File: src/hdl/gew_pkg.sv
// Package: register map, field layout, reset values and timing constants
package gew_pkg;
  // Register indices; byte address is four times the index
  localparam logic [17:0] IDX_P0_RISE = 18'h0A028;
  localparam logic [17:0] IDX_P1_RISE = 18'h0A029;
  localparam logic [17:0] IDX_WAKE_CFG = 18'h0A02E;
  localparam logic [17:0] IDX_P0_FALL = 18'h0A038;
  localparam logic [17:0] IDX_P1_FALL = 18'h0A039;
  localparam logic [17:0] IDX_P0_IRQ_A = 18'h0A040;
  localparam logic [17:0] IDX_P0_IRQ_B = 18'h0A041;
  localparam logic [17:0] IDX_P1_IRQ_A = 18'h0A042;
  localparam logic [17:0] IDX_P1_IRQ_B = 18'h0A043;
  // Wake configuration field positions
  localparam int CFG_RISE_BIT = 7;
  localparam int CFG_FALL_BIT = 6;
  localparam int CFG_FLT_LSB = 4;
  localparam int CFG_SRC_LSB = 0;
  // Values after reset
  localparam logic [7:0] REG_RESET = 8'h00;
  localparam logic [15:0] PIN_RESET = 16'h0000;
  // Bus answers
  localparam logic [1:0] RESP_OKAY = 2'h0;
  localparam logic [1:0] RESP_SLVERR = 2'h2;
  // Timing: clock rate and shortest filter time
  localparam int CLK_FREQ_KHZ = 40000;
  localparam int FILT_BASE_MS = 1;
  localparam int FILT_BASE_CYC = FILT_BASE_MS * CLK_FREQ_KHZ;
  localparam int FILT_CNT_W = 20;
endpackage : gew_pkg

File: src/hdl/gew_wake_if.sv
// Interface between the register block and the wake-up noise filter
interface gew_wake_if;
  logic level;
  logic rise_en;
  logic fall_en;
  logic [1:0] flt_sel;
  logic rise_trig;
  logic fall_trig;
  modport ctrl (output level, output rise_en, output fall_en, output flt_sel, input rise_trig, input fall_trig);
  modport filt (input level, input rise_en, input fall_en, input flt_sel, output rise_trig, output fall_trig);
endinterface : gew_wake_if

File: src/hdl/gew_edge_wake.sv
// Top: per-pin edge detection, pin interrupts, filtered wake-up, AXI4-Lite registers
// Functional notes
// - Rising edges detected on enabled pins
// - Rising status sticky until enable written zero
// - Per-pin falling enable arms falling detection
// - Falling status sticky until enable written zero
// - Set status requests pin interrupt when enabled
// - Pins route to interrupt A, B, or both
// - Enabled edge interrupt also signals wake-up
// - Four-bit source selects one of sixteen pins
// - Wake trigger on rising, falling, or both
// - Noise filter rejects short wake pulses
// - Filter time 1, 2, 4 or 8 ms
// - Filtered rise sets sticky rising wake flag
// - Filtered fall sets sticky falling wake flag
// - All configuration and flags reset to zero
//
// Local design decision: register access over AXI4-Lite.
module gew_edge_wake #(
  parameter int ADDR_W = 20,
  parameter int FILT_BASE_CYC = gew_pkg::FILT_BASE_CYC
) (
  // Clock and reset
  input wire logic aclk,
  input wire logic aresetn,
  // Pins of port 0 and port 1
  input wire logic [7:0] port0_in,
  input wire logic [7:0] port1_in,
  // Event outputs
  output logic pin_irq_a,
  output logic pin_irq_b,
  output logic wake_out,
  // AXI4-Lite write address
  input wire logic [ADDR_W-1:0] s_axi_awaddr,
  input wire logic s_axi_awvalid,
  output logic s_axi_awready,
  // AXI4-Lite write data
  input wire logic [31:0] s_axi_wdata,
  input wire logic [3:0] s_axi_wstrb,
  input wire logic s_axi_wvalid,
  output logic s_axi_wready,
  // AXI4-Lite write response
  output logic [1:0] s_axi_bresp,
  output logic s_axi_bvalid,
  input wire logic s_axi_bready,
  // AXI4-Lite read address
  input wire logic [ADDR_W-1:0] s_axi_araddr,
  input wire logic s_axi_arvalid,
  output logic s_axi_arready,
  // AXI4-Lite read data
  output logic [31:0] s_axi_rdata,
  output logic [1:0] s_axi_rresp,
  output logic s_axi_rvalid,
  input wire logic s_axi_rready
);
  import gew_pkg::*;

  // Refuse sizes the decode or the filter counter cannot serve
  if (ADDR_W < 20 || ADDR_W > 32) begin : g_bad_addr
    $error("ADDR_W must be 20 to 32");
  end
  if (FILT_BASE_CYC < 1 || longint'(FILT_BASE_CYC) * 8 >= (longint'(1) << FILT_CNT_W)) begin : g_bad_filt
    $error("FILT_BASE_CYC out of range for filter counter");
  end

  ////////////////////////////////////////////////////////////////////////////
  // Declarations
  logic [15:0] pins;
  logic [15:0] sync1;
  logic [15:0] sync2;
  logic [15:0] sync3;
  logic [15:0] stable;
  logic [15:0] rise_evt;
  logic [15:0] fall_evt;
  logic [15:0] rise_en;
  logic [15:0] fall_en;
  logic [15:0] rise_status;
  logic [15:0] fall_status;
  logic [15:0] irq_a_sel;
  logic [15:0] irq_b_sel;
  logic [15:0] rise_clr;
  logic [15:0] fall_clr;
  logic wake_rise_enable;
  logic wake_fall_enable;
  logic wake_rise_flag;
  logic wake_fall_flag;
  logic [1:0] filter_time_sel;
  logic [3:0] wake_source_sel;
  logic [ADDR_W-1:0] aw_addr;
  logic aw_full;
  logic [7:0] w_byte;
  logic w_lane;
  logic w_full;
  logic wr_go;
  logic wr_ok;
  logic [17:0] wr_idx;
  logic [17:0] rd_idx;
  logic [31:0] rd_word;
  logic rd_hit;
  logic we_p0r;
  logic we_p1r;
  logic we_p0f;
  logic we_p1f;
  logic we_cfg;
  logic we_p0a;
  logic we_p0b;
  logic we_p1a;
  logic we_p1b;
  logic next_irq_a;
  logic next_irq_b;

  gew_wake_if wif ();
  ////////////////////////////////////////////////////////////////////////////
  // Pin synchronisers and edge detection
  assign pins = {port1_in, port0_in};
  // Three stages per pin; a change counts once stages two and three agree
  genvar gi;
  for (gi = 0; gi < 16; gi++) begin : g_pin
    always_ff @(posedge aclk) begin
      if (!aresetn) begin
        sync1[gi] <= 1'b0;
        sync2[gi] <= 1'b0;
        sync3[gi] <= 1'b0;
        stable[gi] <= 1'b0;
      end else begin
        sync1[gi] <= pins[gi];
        sync2[gi] <= sync1[gi];
        sync3[gi] <= sync2[gi];
        if (sync2[gi] == sync3[gi]) begin
          stable[gi] <= sync3[gi];
        end
      end
    end
    assign rise_evt[gi] = (sync2[gi] == sync3[gi]) && sync3[gi] && !stable[gi];
    assign fall_evt[gi] = (sync2[gi] == sync3[gi]) && !sync3[gi] && stable[gi];
  end

  ////////////////////////////////////////////////////////////////////////////
  // AXI4-Lite write channels
  // Address and data are taken in either order and held until the response
  always_ff @(posedge aclk) begin
    if (!aresetn) begin
      s_axi_awready <= 1'b1;
      s_axi_wready <= 1'b1;
      aw_full <= 1'b0;
      w_full <= 1'b0;
      aw_addr <= '0;
      w_byte <= REG_RESET;
      w_lane <= 1'b0;
      s_axi_bvalid <= 1'b0;
      s_axi_bresp <= RESP_OKAY;
    end else begin
      if (s_axi_awvalid && s_axi_awready) begin
        aw_addr <= s_axi_awaddr;
        aw_full <= 1'b1;
        s_axi_awready <= 1'b0;
      end
      if (s_axi_wvalid && s_axi_wready) begin
        w_byte <= s_axi_wdata[7:0];
        w_lane <= s_axi_wstrb[0];
        w_full <= 1'b1;
        s_axi_wready <= 1'b0;
      end
      if (wr_go) begin
        aw_full <= 1'b0;
        w_full <= 1'b0;
        s_axi_bvalid <= 1'b1;
        s_axi_bresp <= wr_ok ? RESP_OKAY : RESP_SLVERR;
      end
      if (s_axi_bvalid && s_axi_bready) begin
        s_axi_bvalid <= 1'b0;
        s_axi_awready <= 1'b1;
        s_axi_wready <= 1'b1;
      end
    end
  end

  // Write decode; unmapped or misaligned words answer SLVERR
  assign wr_go = aw_full && w_full && !s_axi_bvalid;
  assign wr_idx = aw_addr[19:2];
  assign wr_ok = (aw_addr[1:0] == 2'h0) && (aw_addr[ADDR_W-1:2] == (ADDR_W-2)'(wr_idx))
    && (wr_idx inside {IDX_P0_RISE, IDX_P1_RISE, IDX_WAKE_CFG, IDX_P0_FALL, IDX_P1_FALL,
                       IDX_P0_IRQ_A, IDX_P0_IRQ_B, IDX_P1_IRQ_A, IDX_P1_IRQ_B});
  assign we_p0r = wr_go && wr_ok && w_lane && (wr_idx == IDX_P0_RISE);
  assign we_p1r = wr_go && wr_ok && w_lane && (wr_idx == IDX_P1_RISE);
  assign we_p0f = wr_go && wr_ok && w_lane && (wr_idx == IDX_P0_FALL);
  assign we_p1f = wr_go && wr_ok && w_lane && (wr_idx == IDX_P1_FALL);
  assign we_cfg = wr_go && wr_ok && w_lane && (wr_idx == IDX_WAKE_CFG);
  assign we_p0a = wr_go && wr_ok && w_lane && (wr_idx == IDX_P0_IRQ_A);
  assign we_p0b = wr_go && wr_ok && w_lane && (wr_idx == IDX_P0_IRQ_B);
  assign we_p1a = wr_go && wr_ok && w_lane && (wr_idx == IDX_P1_IRQ_A);
  assign we_p1b = wr_go && wr_ok && w_lane && (wr_idx == IDX_P1_IRQ_B);
  // Writing a zero enable bit clears the matching status bit
  assign rise_clr = {{8{we_p1r}} & ~w_byte, {8{we_p0r}} & ~w_byte};
  assign fall_clr = {{8{we_p1f}} & ~w_byte, {8{we_p0f}} & ~w_byte};
  ////////////////////////////////////////////////////////////////////////////
  // Edge enables and interrupt routing
  // Writes land only in enable and routing bits
  always_ff @(posedge aclk) begin
    if (!aresetn) begin
      rise_en <= PIN_RESET;
      fall_en <= PIN_RESET;
      irq_a_sel <= PIN_RESET;
      irq_b_sel <= PIN_RESET;
    end else begin
      if (we_p0r) rise_en[7:0] <= w_byte;
      if (we_p1r) rise_en[15:8] <= w_byte;
      if (we_p0f) fall_en[7:0] <= w_byte;
      if (we_p1f) fall_en[15:8] <= w_byte;
      if (we_p0a) irq_a_sel[7:0] <= w_byte;
      if (we_p1a) irq_a_sel[15:8] <= w_byte;
      if (we_p0b) irq_b_sel[7:0] <= w_byte;
      if (we_p1b) irq_b_sel[15:8] <= w_byte;
    end
  end

  ////////////////////////////////////////////////////////////////////////////
  // Sticky edge status; a new edge wins over a clear in the same cycle
  always_ff @(posedge aclk) begin
    if (!aresetn) begin
      rise_status <= PIN_RESET;
      fall_status <= PIN_RESET;
    end else begin
      rise_status <= (rise_status & ~rise_clr) | (rise_evt & rise_en);
      fall_status <= (fall_status & ~fall_clr) | (fall_evt & fall_en);
    end
  end

  ////////////////////////////////////////////////////////////////////////////
  // Pin interrupts and wake output
  assign next_irq_a = |((rise_status | fall_status) & irq_a_sel);
  assign next_irq_b = |((rise_status | fall_status) & irq_b_sel);
  // Any enabled edge interrupt or wake flag wakes the CPU
  always_ff @(posedge aclk) begin
    if (!aresetn) begin
      pin_irq_a <= 1'b0;
      pin_irq_b <= 1'b0;
      wake_out <= 1'b0;
    end else begin
      pin_irq_a <= next_irq_a;
      pin_irq_b <= next_irq_b;
      wake_out <= next_irq_a || next_irq_b || wake_rise_flag || wake_fall_flag;
    end
  end

  ////////////////////////////////////////////////////////////////////////////
  // Filtered wake-up path
  // Wake configuration; flags cleared by writing a zero enable, set wins
  always_ff @(posedge aclk) begin
    if (!aresetn) begin
      wake_rise_enable <= 1'b0;
      wake_fall_enable <= 1'b0;
      filter_time_sel <= 2'h0;
      wake_source_sel <= 4'h0;
      wake_rise_flag <= 1'b0;
      wake_fall_flag <= 1'b0;
    end else begin
      if (we_cfg) begin
        wake_rise_enable <= w_byte[CFG_RISE_BIT];
        wake_fall_enable <= w_byte[CFG_FALL_BIT];
        filter_time_sel <= w_byte[CFG_FLT_LSB +: 2];
        wake_source_sel <= w_byte[CFG_SRC_LSB +: 4];
      end
      if (wif.rise_trig) begin
        wake_rise_flag <= 1'b1;
      end else if (we_cfg && !w_byte[CFG_RISE_BIT]) begin
        wake_rise_flag <= 1'b0;
      end
      if (wif.fall_trig) begin
        wake_fall_flag <= 1'b1;
      end else if (we_cfg && !w_byte[CFG_FALL_BIT]) begin
        wake_fall_flag <= 1'b0;
      end
    end
  end

  // Codes 0..7 pick port 0, 8..15 pick port 1
  assign wif.level = stable[wake_source_sel];
  assign wif.rise_en = wake_rise_enable;
  assign wif.fall_en = wake_fall_enable;
  assign wif.flt_sel = filter_time_sel;
  gew_wake_filter #(
    .BASE_CYC(FILT_BASE_CYC)
  ) u_filter (
    .aclk(aclk),
    .aresetn(aresetn),
    .wif(wif.filt)
  );

  ////////////////////////////////////////////////////////////////////////////
  // AXI4-Lite read channels
  assign rd_idx = s_axi_araddr[19:2];
  // Reads show status and flags where writes hold enables
  always_comb begin
    rd_word = 32'h00000000;
    rd_hit = (s_axi_araddr[1:0] == 2'h0) && (s_axi_araddr[ADDR_W-1:2] == (ADDR_W-2)'(rd_idx));
    unique case (rd_idx)
      IDX_P0_RISE: rd_word[7:0] = rise_status[7:0];
      IDX_P1_RISE: rd_word[7:0] = rise_status[15:8];
      IDX_P0_FALL: rd_word[7:0] = fall_status[7:0];
      IDX_P1_FALL: rd_word[7:0] = fall_status[15:8];
      IDX_WAKE_CFG: rd_word[7:0] = {wake_rise_flag, wake_fall_flag, filter_time_sel, wake_source_sel};
      IDX_P0_IRQ_A: rd_word[7:0] = irq_a_sel[7:0];
      IDX_P0_IRQ_B: rd_word[7:0] = irq_b_sel[7:0];
      IDX_P1_IRQ_A: rd_word[7:0] = irq_a_sel[15:8];
      IDX_P1_IRQ_B: rd_word[7:0] = irq_b_sel[15:8];
      default: rd_hit = 1'b0;
    endcase
  end

  // One read at a time; data registered at the address handshake
  always_ff @(posedge aclk) begin
    if (!aresetn) begin
      s_axi_arready <= 1'b1;
      s_axi_rvalid <= 1'b0;
      s_axi_rdata <= 32'h00000000;
      s_axi_rresp <= RESP_OKAY;
    end else begin
      if (s_axi_arvalid && s_axi_arready) begin
        s_axi_arready <= 1'b0;
        s_axi_rvalid <= 1'b1;
        s_axi_rdata <= rd_hit ? rd_word : 32'h00000000;
        s_axi_rresp <= rd_hit ? RESP_OKAY : RESP_SLVERR;
      end else if (s_axi_rvalid && s_axi_rready) begin
        s_axi_rvalid <= 1'b0;
        s_axi_arready <= 1'b1;
      end
    end
  end

  ////////////////////////////////////////////////////////////////////////////
  // Assertions
  AST_RISE_SET: assert property (@(posedge aclk) disable iff (!aresetn)
    (rise_evt[0] && rise_en[0]) |=> rise_status[0])
    else $error("Enabled rising edge did not set status");
  AST_RISE_HOLD: assert property (@(posedge aclk) disable iff (!aresetn)
    (rise_status[0] && !rise_clr[0]) |=> rise_status[0])
    else $error("Rising status lost without clear");
  AST_FALL_SET: assert property (@(posedge aclk) disable iff (!aresetn)
    (fall_evt[12] && fall_en[12]) |=> fall_status[12])
    else $error("Enabled falling edge did not set status");
  AST_FALL_CLR: assert property (@(posedge aclk) disable iff (!aresetn)
    (fall_clr[3] && !fall_evt[3]) |=> !fall_status[3])
    else $error("Falling status not cleared by zero enable write");
  AST_NO_EDGE: assert property (@(posedge aclk) disable iff (!aresetn)
    (!rise_status[3] && !(rise_evt[3] && rise_en[3])) |=> !rise_status[3])
    else $error("Rising status set without enabled edge");
  AST_IRQ_A: assert property (@(posedge aclk) disable iff (!aresetn)
    |((rise_status | fall_status) & irq_a_sel) |=> pin_irq_a)
    else $error("Interrupt A missing for routed status");
  AST_IRQ_B: assert property (@(posedge aclk) disable iff (!aresetn)
    pin_irq_b |-> |$past((rise_status | fall_status) & irq_b_sel))
    else $error("Interrupt B without routed status");
  AST_WAKE_EDGE: assert property (@(posedge aclk) disable iff (!aresetn)
    (pin_irq_a || pin_irq_b) |-> wake_out)
    else $error("Edge interrupt without wake");
  AST_WFLAG_RISE: assert property (@(posedge aclk) disable iff (!aresetn)
    wif.rise_trig |=> wake_rise_flag ##1 wake_out)
    else $error("Rising wake trigger lost");
  AST_WFLAG_FALL: assert property (@(posedge aclk) disable iff (!aresetn)
    (wake_fall_flag && !(we_cfg && !w_byte[CFG_FALL_BIT])) |=> wake_fall_flag)
    else $error("Falling wake flag dropped without clear");
  AST_RESET_ZERO: assert property (@(posedge aclk) disable iff (!aresetn)
    !$past(aresetn) |-> (rise_en == PIN_RESET) && (fall_en == PIN_RESET) && !wake_rise_flag
      && !wake_fall_flag && (wake_source_sel == 4'h0) && (rise_status == PIN_RESET))
    else $error("Register not zero after reset");
endmodule : gew_edge_wake

File: src/hdl/gew_wake_filter.sv
// Wake-up noise filter and edge trigger for the selected pin
module gew_wake_filter #(
  parameter int BASE_CYC = gew_pkg::FILT_BASE_CYC
) (
  // Clock and reset
  input wire logic aclk,
  input wire logic aresetn,
  // Wake path
  gew_wake_if.filt wif
);
  import gew_pkg::*;

  logic flt_lvl;
  logic [FILT_CNT_W-1:0] cnt;
  logic [FILT_CNT_W-1:0] limit;

  // Shortest accepted pulse: base time times 1, 2, 4 or 8
  assign limit = FILT_CNT_W'(BASE_CYC) << wif.flt_sel;

  // Level must differ for the full limit before it is accepted
  always_ff @(posedge aclk) begin
    if (!aresetn) begin
      flt_lvl <= 1'b0;
      cnt <= '0;
      wif.rise_trig <= 1'b0;
      wif.fall_trig <= 1'b0;
    end else begin
      wif.rise_trig <= 1'b0;
      wif.fall_trig <= 1'b0;
      if (wif.level == flt_lvl) begin
        cnt <= '0;
      end else if (cnt == limit - FILT_CNT_W'(1)) begin
        cnt <= '0;
        flt_lvl <= wif.level;
        wif.rise_trig <= wif.level & wif.rise_en;
        wif.fall_trig <= !wif.level & wif.fall_en;
      end else begin
        cnt <= cnt + FILT_CNT_W'(1);
      end
    end
  end

  AST_FILT_LEN: assert property (@(posedge aclk) disable iff (!aresetn)
    (wif.rise_trig || wif.fall_trig) |-> $past(cnt) == $past(limit) - FILT_CNT_W'(1))
    else $error("Wake trigger without full filter time");
  AST_FILT_STEADY: assert property (@(posedge aclk) disable iff (!aresetn)
    (wif.level == flt_lvl) |=> (cnt == '0) && !wif.rise_trig && !wif.fall_trig)
    else $error("Filter counted while input matched filtered level");
  AST_FILT_RISE: assert property (@(posedge aclk) disable iff (!aresetn)
    wif.rise_trig |-> flt_lvl && $past(wif.rise_en))
    else $error("Rising trigger without enable or high level");
endmodule : gew_wake_filter

File: config.mk
export PLATFORM = sky130hd
export DESIGN_NAME = gew_edge_wake
export DESIGN_NICKNAME = d
export VERILOG_FILES = /design/src/hdl/gew_pkg.sv /design/src/hdl/gew_wake_if.sv /design/src/hdl/gew_edge_wake.sv /design/src/hdl/gew_wake_filter.sv
export SDC_FILE = /design/constraint.sdc
export NUM_CORES = 1
export LEC_CHECK = 0
export BUFFER_PORTS_ARGS = -buffer_cell sky130_fd_sc_hd__buf_2
export CORE_MARGIN = 2
export CORE_UTILIZATION = 40
export CTS_CLUSTER_SIZE = 12
export DETAILED_ROUTE_END_ITERATION = 12
export PLACE_DENSITY = 0.58
export SLEW_MARGIN = 20
export SYNTH_ARGS = -nofsm -noshare
export SYNTH_HDL_FRONTEND = slang
export SYNTH_SLANG_ARGS = --single-unit
export TNS_END_PERCENT = 10
File: constraint.sdc
create_clock -name aclk -period 3.96 [get_ports aclk]
set_input_delay 0.792 -clock aclk [delete_from_list [all_inputs] [get_ports aclk]]
set_output_delay 0.792 -clock aclk [all_outputs]
set_load 0.005 [all_outputs]
==> impl_metrics.toml, run 1 <==
[power]
power.switching_w = 0.00117
internal_power_w = 0.00394
swShare = 0.229
leakagePower_nw = 4.85
irDropWorstVdd_v = 0.000335
power_frac_comb = 0.045
seq_power_share = 0.496
clkPwrFrac = 0.460
p_per_area_nw_per_um2 = 428

[critical_path]
rr_worst_depth = 10
crit_slowest_cell = "dfxtp_1"
cp_num_buf_inv = 3
cp.required_ns = 4.42
rrSetupSlack_ns = 1.49
critical_path.max_fanout = 20
cp_num_cells = 10
startpoint = "filter_time_sel[1]"
cpPeakStageDelay_ns = 0.52
critical_path_arrival_ns = 2.93
critical_path_class = "register to register"
end_kind = "register"
path_cells = "inv_1 -> ha_1 -> inv_1 -> ha_1 -> nor4bb_1 -> a211o_1 -> and3_1 -> o21ai_1 -> buf_4 -> nor3_1"
r2r_start = "filter_time_sel[1]"
crit_family = "simple AND/OR/NAND/NOR gates"
cp-start-kind = "register"

[clock_tree]
worstSkewPairLatency_ns = 0.54
cts-resized-gates = 0
postCtsSetupBuffers = 0
clockBufferDepth = 3
cts_sinks = 242
clkSlewWorstSetupHoldPaths_ns = 0.06
cts-hold-fix-buffers = 0
htree_num_levels = 1
cts-buffers-inserted = 27
cts_tree = "done"
clock-root-buffer = "clkbuf_16"

[logic_synthesis]
synth_top_area_cell = "dfxtp_1"
avgSynthCellArea_um2 = 9.22
ys_seq_area_frac = 0.460
synthTopCellsByArea = "dfxtp_1, mux2i_1, o21ai_0"
synth_edf_count = 0
netlist.area_leader.share = 0.460
syn_area_um2 = 10500
synthTopCellsByCount = "dfxtp_1, nand2_1, o21ai_0"
synth_most_common_cell = "dfxtp_1"
synthCells = 1143
ys_warn_count = 0
synth_cell_types = 55
synthArstFlopShare = 0
synthFlopType = "dfxtp_1"
synth_seq_cells = 242

[timing]
tightest_slew_ns = 0.949
fin_crit_sh = 0.623
drv_slew = 0
worst_slack_ns = 1.49
hold_viol_final = 0
rsz0062_at_grt = "no"
fin_crit_ns = 2.47
setup_viol = 0
max-slew-margin-rel = 0.363
timing.fmax_mhz = 405
setup_tns_ns = 0
fin_worst_skew_ns = 0.0169

[die]
die-area_um2 = 27600
start_util = 0.405
io_pins = 143
fp.dieW_um = 166
coreArea_um2 = 26000
die_h_um = 166
rows = 59

[cells_and_area]
nNetsFinal = 1345
seq_area_um2 = 4840
areaGrowthSynthToFinish_pct = 13.3
num_antenna_cells = 0
multi_input_area_um2 = 5150
drive_gt1_frac = 0.138
fillers = 2530
fin_area_um2 = 11900
reg_top3 = "aw_addr x20, u_filter.cnt x20"

[global_routing]
grt_max_degree = 77
grt_usage = 0.182
grt_pass1_wl_um = 41300
grt_overflow_total = 0
grt_pass1_vias = 7749
antenna_found_initial = 0

[worst_hold_path]
min_from = "sync1[13]"
min_path_cells = 1
hp-class = "register to register"

[placed_design]
pre_cts_ws_ns = 1.04
place.gp.congestion = 0.876
placed_cell_area_um2 = 11100
dpl.hpwl_um = 18000
io_buffers = 89

[detailed_routing]
drt_pre_antenna_iters = 5
drtIter0Drc = 471
via_count = 8145
drc = 0
routed_wl_um = 25600
wire_per_inst_um = 16.4
ant_nets = 0
via_per_inst = 5.22

[outcome]
status = "complete, no violations"

[run]
maxCapViolCount = 0
## power by group through the flow
stage               Clock, W  Combinational (W)  Sequential, W
floorplan                  0           0.000180        0.00256
global placement           0           0.000228        0.00258
detailed placement         0           0.000231        0.00258
CTS                  0.00240           0.000232        0.00253
global route         0.00250           0.000260        0.00254
finish               0.00235           0.000229        0.00253
## final timing paths
path,endpoint
setup / recovery,u_filter.cnt[5]
setup reg to reg,u_filter.cnt[5]
hold reg to reg,sync2[13]
hold / removal,sync2[13]
## through the flow
stage	cells	hold WS [ns]	utilization	total power [W]
2_1_floorplan	1168	0.412	-	0.00274
3_3_place_gp	1512	0.413	0.427	0.00281
3_5_place_dp	1512	0.418	0.427	0.00282
4_1_cts	1560	0.432	0.459	0.00517
5_1_grt	1560	0.442	0.459	0.00530
6_report	1560	0.428	0.459	0.00511
## final cells by class
class / count / share of cell area
repair buffers: 97 / 0.0436
well taps: 335 / 0.0351
inverters: 44 / 0.0139
clock inverters: 9 / 0.00440
flip-flops and latches: 242 / 0.406
multi-input cells: 794 / 0.431
clock buffers: 39 / 0.0654
## layer usage
layer	GRT usage	routed length, um	vias to the layer above
li1	-	-	4054
met1	0.252	12200	3820
met5	0	0	-
met2	0.290	11300	217
met3	0.0303	1350	54
met4	0.0588	805	0
## cell families (layout without fill, tap and decap cells)
| logic type | after synthesis | after routing | share of synthesized area |
|---|---|---|---|
| buffers and inverters | 132 | 189 | 0.0614 |
| AO/OA/AOI/OAI | 207 | 207 | 0.110 |
| multiplexers | 87 | 87 | 0.0992 |
| AND/OR/NAND/NOR | 409 | 409 | 0.201 |
| other | 1 | 26 | 0.000356 |
| flip-flops | 242 | 242 | 0.460 |
| adder cells (fa/ha/maj) | 40 | 40 | 0.0475 |
| XOR/XNOR | 25 | 25 | 0.0208 |
## placed cells by master (no fill, tap or decap), types with 3 or more instances in the layout
| cell | n |
|---|---|
| dfxtp_1 | 242 |
| nand2_1 | 115 |
| o21ai_0 | 104 |
| buf_2 | 88 |
| nor2_1 | 82 |
| mux2i_1 | 68 |
| a21oi_1 | 68 |
| nand3_1 | 54 |
| inv_1 | 43 |
| and2_1 | 41 |
| ha_1 | 40 |
| nor3_1 | 34 |
| clkbuf_16 | 27 |
| conb_1 | 26 |
| xor2_1 | 18 |
| nand3b_1 | 13 |
| nand4_1 | 13 |
| a22oi_1 | 9 |
| and3b_1 | 8 |
| clkinv_2 | 8 |
| and3_1 | 8 |
| mux4_2 | 8 |
| a22o_1 | 8 |
| buf_4 | 8 |
| nor4_1 | 7 |
| xnor2_1 | 7 |
| mux2_2 | 7 |
| clkbuf_8 | 6 |
| clkbuf_1 | 6 |
| a221oi_1 | 5 |
| mux4_1 | 4 |
| nor2b_1 | 3 |
| nor3b_1 | 3 |
| or3_1 | 3 |
| o21ai_1 | 3 |
| nor4bb_1 | 3 |
(Power assumes the default switching activity.)
==> inputs of run 2 (changes only) <==
--- a/config.mk
+++ b/config.mk
@@ -5,12 +5,13 @@
 export SDC_FILE = /design/constraint.sdc
 export NUM_CORES = 1
 export LEC_CHECK = 0
+export ABC_AREA = 1
 export BUFFER_PORTS_ARGS = -buffer_cell sky130_fd_sc_hd__buf_2
 export CORE_MARGIN = 2
 export CORE_UTILIZATION = 40
 export CTS_CLUSTER_SIZE = 12
 export DETAILED_ROUTE_END_ITERATION = 12
-export PLACE_DENSITY = 0.58
+export PLACE_DENSITY = 0.6
 export SLEW_MARGIN = 20
 export SYNTH_ARGS = -nofsm -noshare
 export SYNTH_HDL_FRONTEND = slang
==> constraint.sdc (replaced) <==
create_clock -name aclk -period 2 [get_ports aclk]
set_input_delay 0.4 -clock aclk [delete_from_list [all_inputs] [get_ports aclk]]
set_output_delay 0.4 -clock aclk [all_outputs]
set_load 0.005 [all_outputs]
==> run 2 against run 1 <==
  * The run now ends with negative setup slack left
  * Global-route usage rose by 1.6 points
  * Register-to-register slack got worse by 1.6 ns
  * Clock-buffer cell count down 1
  * Wire length increased by 15%
  * Via count rose by 20%
  * Sequential share of layout area is 4.5 points lower
  * Critical path depth up 5
  * Area after synthesis increased by 3.6%
  * Clock power grew 120%
  * Critical endpoint is now u_filter.cnt[6]
==> impl_metrics.toml, run 2 <==
[logic_synthesis]
synth_seq_cells = 242
synth_cell_types = 44
avgSynthCellArea_um2 = 7.33
synth_most_common_cell = "nand2_1"
synth-xor-area-share = 0.0145
synth_compound_area_frac = 0.129
synthCells = 1488
synthTopCellsByCount = "nand2_1, dfxtp_1, inv_1"
synthTopCellsByArea = "dfxtp_1, nand2_1, inv_1"
syn_area_um2 = 10900
synth_edf_count = 0
synth_top_family_by_area = "simple AND/OR/NAND/NOR gates"
ys_warn_count = 0
netlist.area_leader.share = 0.444
synthArstFlopShare = 0
synth_fa_ha_area_frac = 0.0459
synth_top_area_cell = "dfxtp_1"
yosys.area_share.simple = 0.254
synth_mux_area_frac = 0
synthFlopType = "dfxtp_1"
ys_seq_area_frac = 0.444

[detailed_routing]
drt_pre_antenna_iters = 5
routed_wl_um = 29500
drtIter0Drc = 707
wire_per_inst_um = 14.8
via_count = 9745
via_per_inst = 4.87
ant_nets = 0
drc = 0

[critical_path]
path_cells = "inv_4 -> ha_4 -> inv_4 -> ha_4 -> xnor2_1 -> nor2_1 -> nand3_1 -> nor2_1 -> nand2_1 -> nor2_2 -> inv_1 -> nand4_1 -> buf_4 -> clkbuf_16 -> nor2_1"
critical_path_arrival_ns = 2.50
cp.required_ns = 2.43
crit_top_cell = "nor2_1"
startpoint = "filter_time_sel[0]"
end_kind = "register"
crit_slowest_cell = "dfxtp_4"
critical_path.max_fanout = 5
cp_num_buf_inv = 5
crit_family = "simple AND/OR/NAND/NOR gates"
cp-start-kind = "register"
rr_worst_depth = 15
critical_path_class = "register to register"
cpPeakStageDelay_ns = 0.38
r2r_end = "u_filter.cnt[6]"
r2r_start = "filter_time_sel[0]"
rrSetupSlack_ns = -0.07

[timing]
hold_slack_ns = 0.0311
worst_slack_ns = -0.0698
max-slew-margin-rel = 0.599
drv_slew = 0
setup_tns_ns = -0.605
fin_worst_skew_ns = 0.00980
rsz0062_at_grt = "yes"
fin_crit_ns = 2.07
timing.fmax_mhz = 483
fin_crit_sh = 1.03
setup_viol = 15
tightest_slew_ns = 0.602
hold_viol_final = 0

[global_routing]
grt_usage = 0.198
grt_overflow_total = 0
antenna_found_initial = 0
grt_pass1_wl_um = 45600
grt_pass1_vias = 8929
grt_max_degree = 78

[power]
leakagePower_nw = 5.98
swShare = 0.231
p_per_area_nw_per_um2 = 796
internal_power_w = 0.00824
power.switching_w = 0.00248
clkPwrFrac = 0.474
seq_power_share = 0.470
irDropWorstVdd_v = 0.000566
power_frac_comb = 0.056

[outcome]
violations = "negative setup slack"
status = "complete, but fails checks"

[die]
start_util = 0.406
die-area_um2 = 28600
rows = 60
io_pins = 143
coreArea_um2 = 26900
fp.dieW_um = 169
die_h_um = 169

[placed_design]
dpl.hpwl_um = 20700
dpl.cell_count = 1934
place.gp.congestion = 0.952
io_buffers = 89
pre_cts_ws_ns = -0.169

[clock_tree]
cts_tree = "done"
worstSkewPairLatency_ns = 0.54
clockBufferDepth = 3
cts_sinks = 242
clkSlewWorstSetupHoldPaths_ns = 0.06
clock-root-buffer = "clkbuf_16"
cts-buffers-inserted = 27
htree_num_levels = 1

[cells_and_area]
drive_gt1_frac = 0.185
reg_top3 = "aw_addr x20, u_filter.cnt x20"
multi_input_area_um2 = 5240
layout_commonest_cell = "nand2_1"
fillers = 2665
seq_area_um2 = 4860
num_antenna_cells = 0
areaGrowthSynthToFinish_pct = 23.4
nNetsFinal = 1779
final_cell_mix = "nand2_1, dfxtp_1, inv_1"
fin_cells = 1999

[worst_hold_path]
worstHoldEndpoint = "sync1[11]"
min_from = "port1_in[3]"
min_path_cells = 3
hp-class = "input port to register"

[run]
maxCapViolCount = 0
## run 2: changes by cell type in the layout (fill, tap and decap cells not counted), moves of 12 or more
cell / change
a21oi_1: +28
and2_1: -41
buf_4: +56
inv_1: +168
mux2i_1: -68
nand2_1: +126
nand2_2: +14
nand3_1: +24
nor2_1: +114
nor2_2: +12
nor3_1: -27
o21ai_0: +27
## run 2: power by group through the flow
stage                     logic, W  registers [W]  clock network, W
after CTS                 0.000569        0.00503           0.00520
after detailed placement  0.000563        0.00513                 0
after floorplan           0.000375        0.00511                 0
final                     0.000595        0.00504           0.00508
after global routing      0.000675        0.00505           0.00540
after global placement    0.000553        0.00513                 0
## run 2: how the worst max path moves through the flow
stage,to,slack [ns],cells after the start
global placement,u_filter.cnt[14],-0.10,14
detailed placement,u_filter.cnt[14],-0.17,14
finish,u_filter.cnt[6],-0.07,15
floorplan,u_filter.cnt[10],-0.01,14
CTS,u_filter.cnt[6],-0.06,14
global route,u_filter.cnt[15],-0.25,15
## run 2: timing repair
item,4_1_cts,5_1_grt
hold endpoints to repair,0,0
hold buffers,0,0
pin swaps,8,24
setup buffers,5,9
gates cloned,2,4
setup endpoints to repair,39,112
resized for setup,25,79
## run 2: through the flow
| stage | util | power, W | area, um^2 |
|---|---|---|---|
| final | 0.501 | 0.0107 | 13500 |
| after detailed placement | 0.447 | 0.00570 | 12000 |
| after CTS | 0.488 | 0.0108 | 13100 |
| after global routing | 0.501 | 0.0111 | 13500 |
| after global placement | 0.447 | 0.00568 | 12000 |
| after floorplan | - | 0.00548 | 11000 |
## run 2: area by class of cell
| class | instances | area share |
|---|---|---|
| flip-flops and latches | 242 | 0.361 |
| well taps | 341 | 0.0317 |
| multi-input cells | 981 | 0.389 |
| clock inverters | 9 | 0.0102 |
| clock buffers | 38 | 0.0577 |
| repair buffers | 165 | 0.0865 |
| inverters | 223 | 0.0642 |
## run 2: worst register-to-register path, cell delays in order, from the launching register on
cell and delay (ns):
dfxtp_4 0.38, inv_4 0.04, ha_4 0.16, inv_4 0.05
ha_4 0.19, xnor2_1 0.13, nor2_1 0.11, nand3_1 0.07
nor2_1 0.11, nand2_1 0.07, nor2_2 0.12, inv_1 0.07
nand4_1 0.14, buf_4 0.15, clkbuf_16 0.13, nor2_1 0.04
## run 2: cell families after synthesis
group	after synthesis
AOI/OAI and AO/OA	265
and+or+nand+nor	629
xor gates and xnor gates	18
DFF	242
other	1
adders and majority gates	40
buffers and inverters	293
## run 2: layer usage
metal,share of wire,GRT usage,up-vias
met2,0.44,0.319,285
met3,0.061,0.0310,73
met1,0.45,0.263,4408
li1,-,-,4979
met5,0,0,-
met4,0.044,0.0829,0
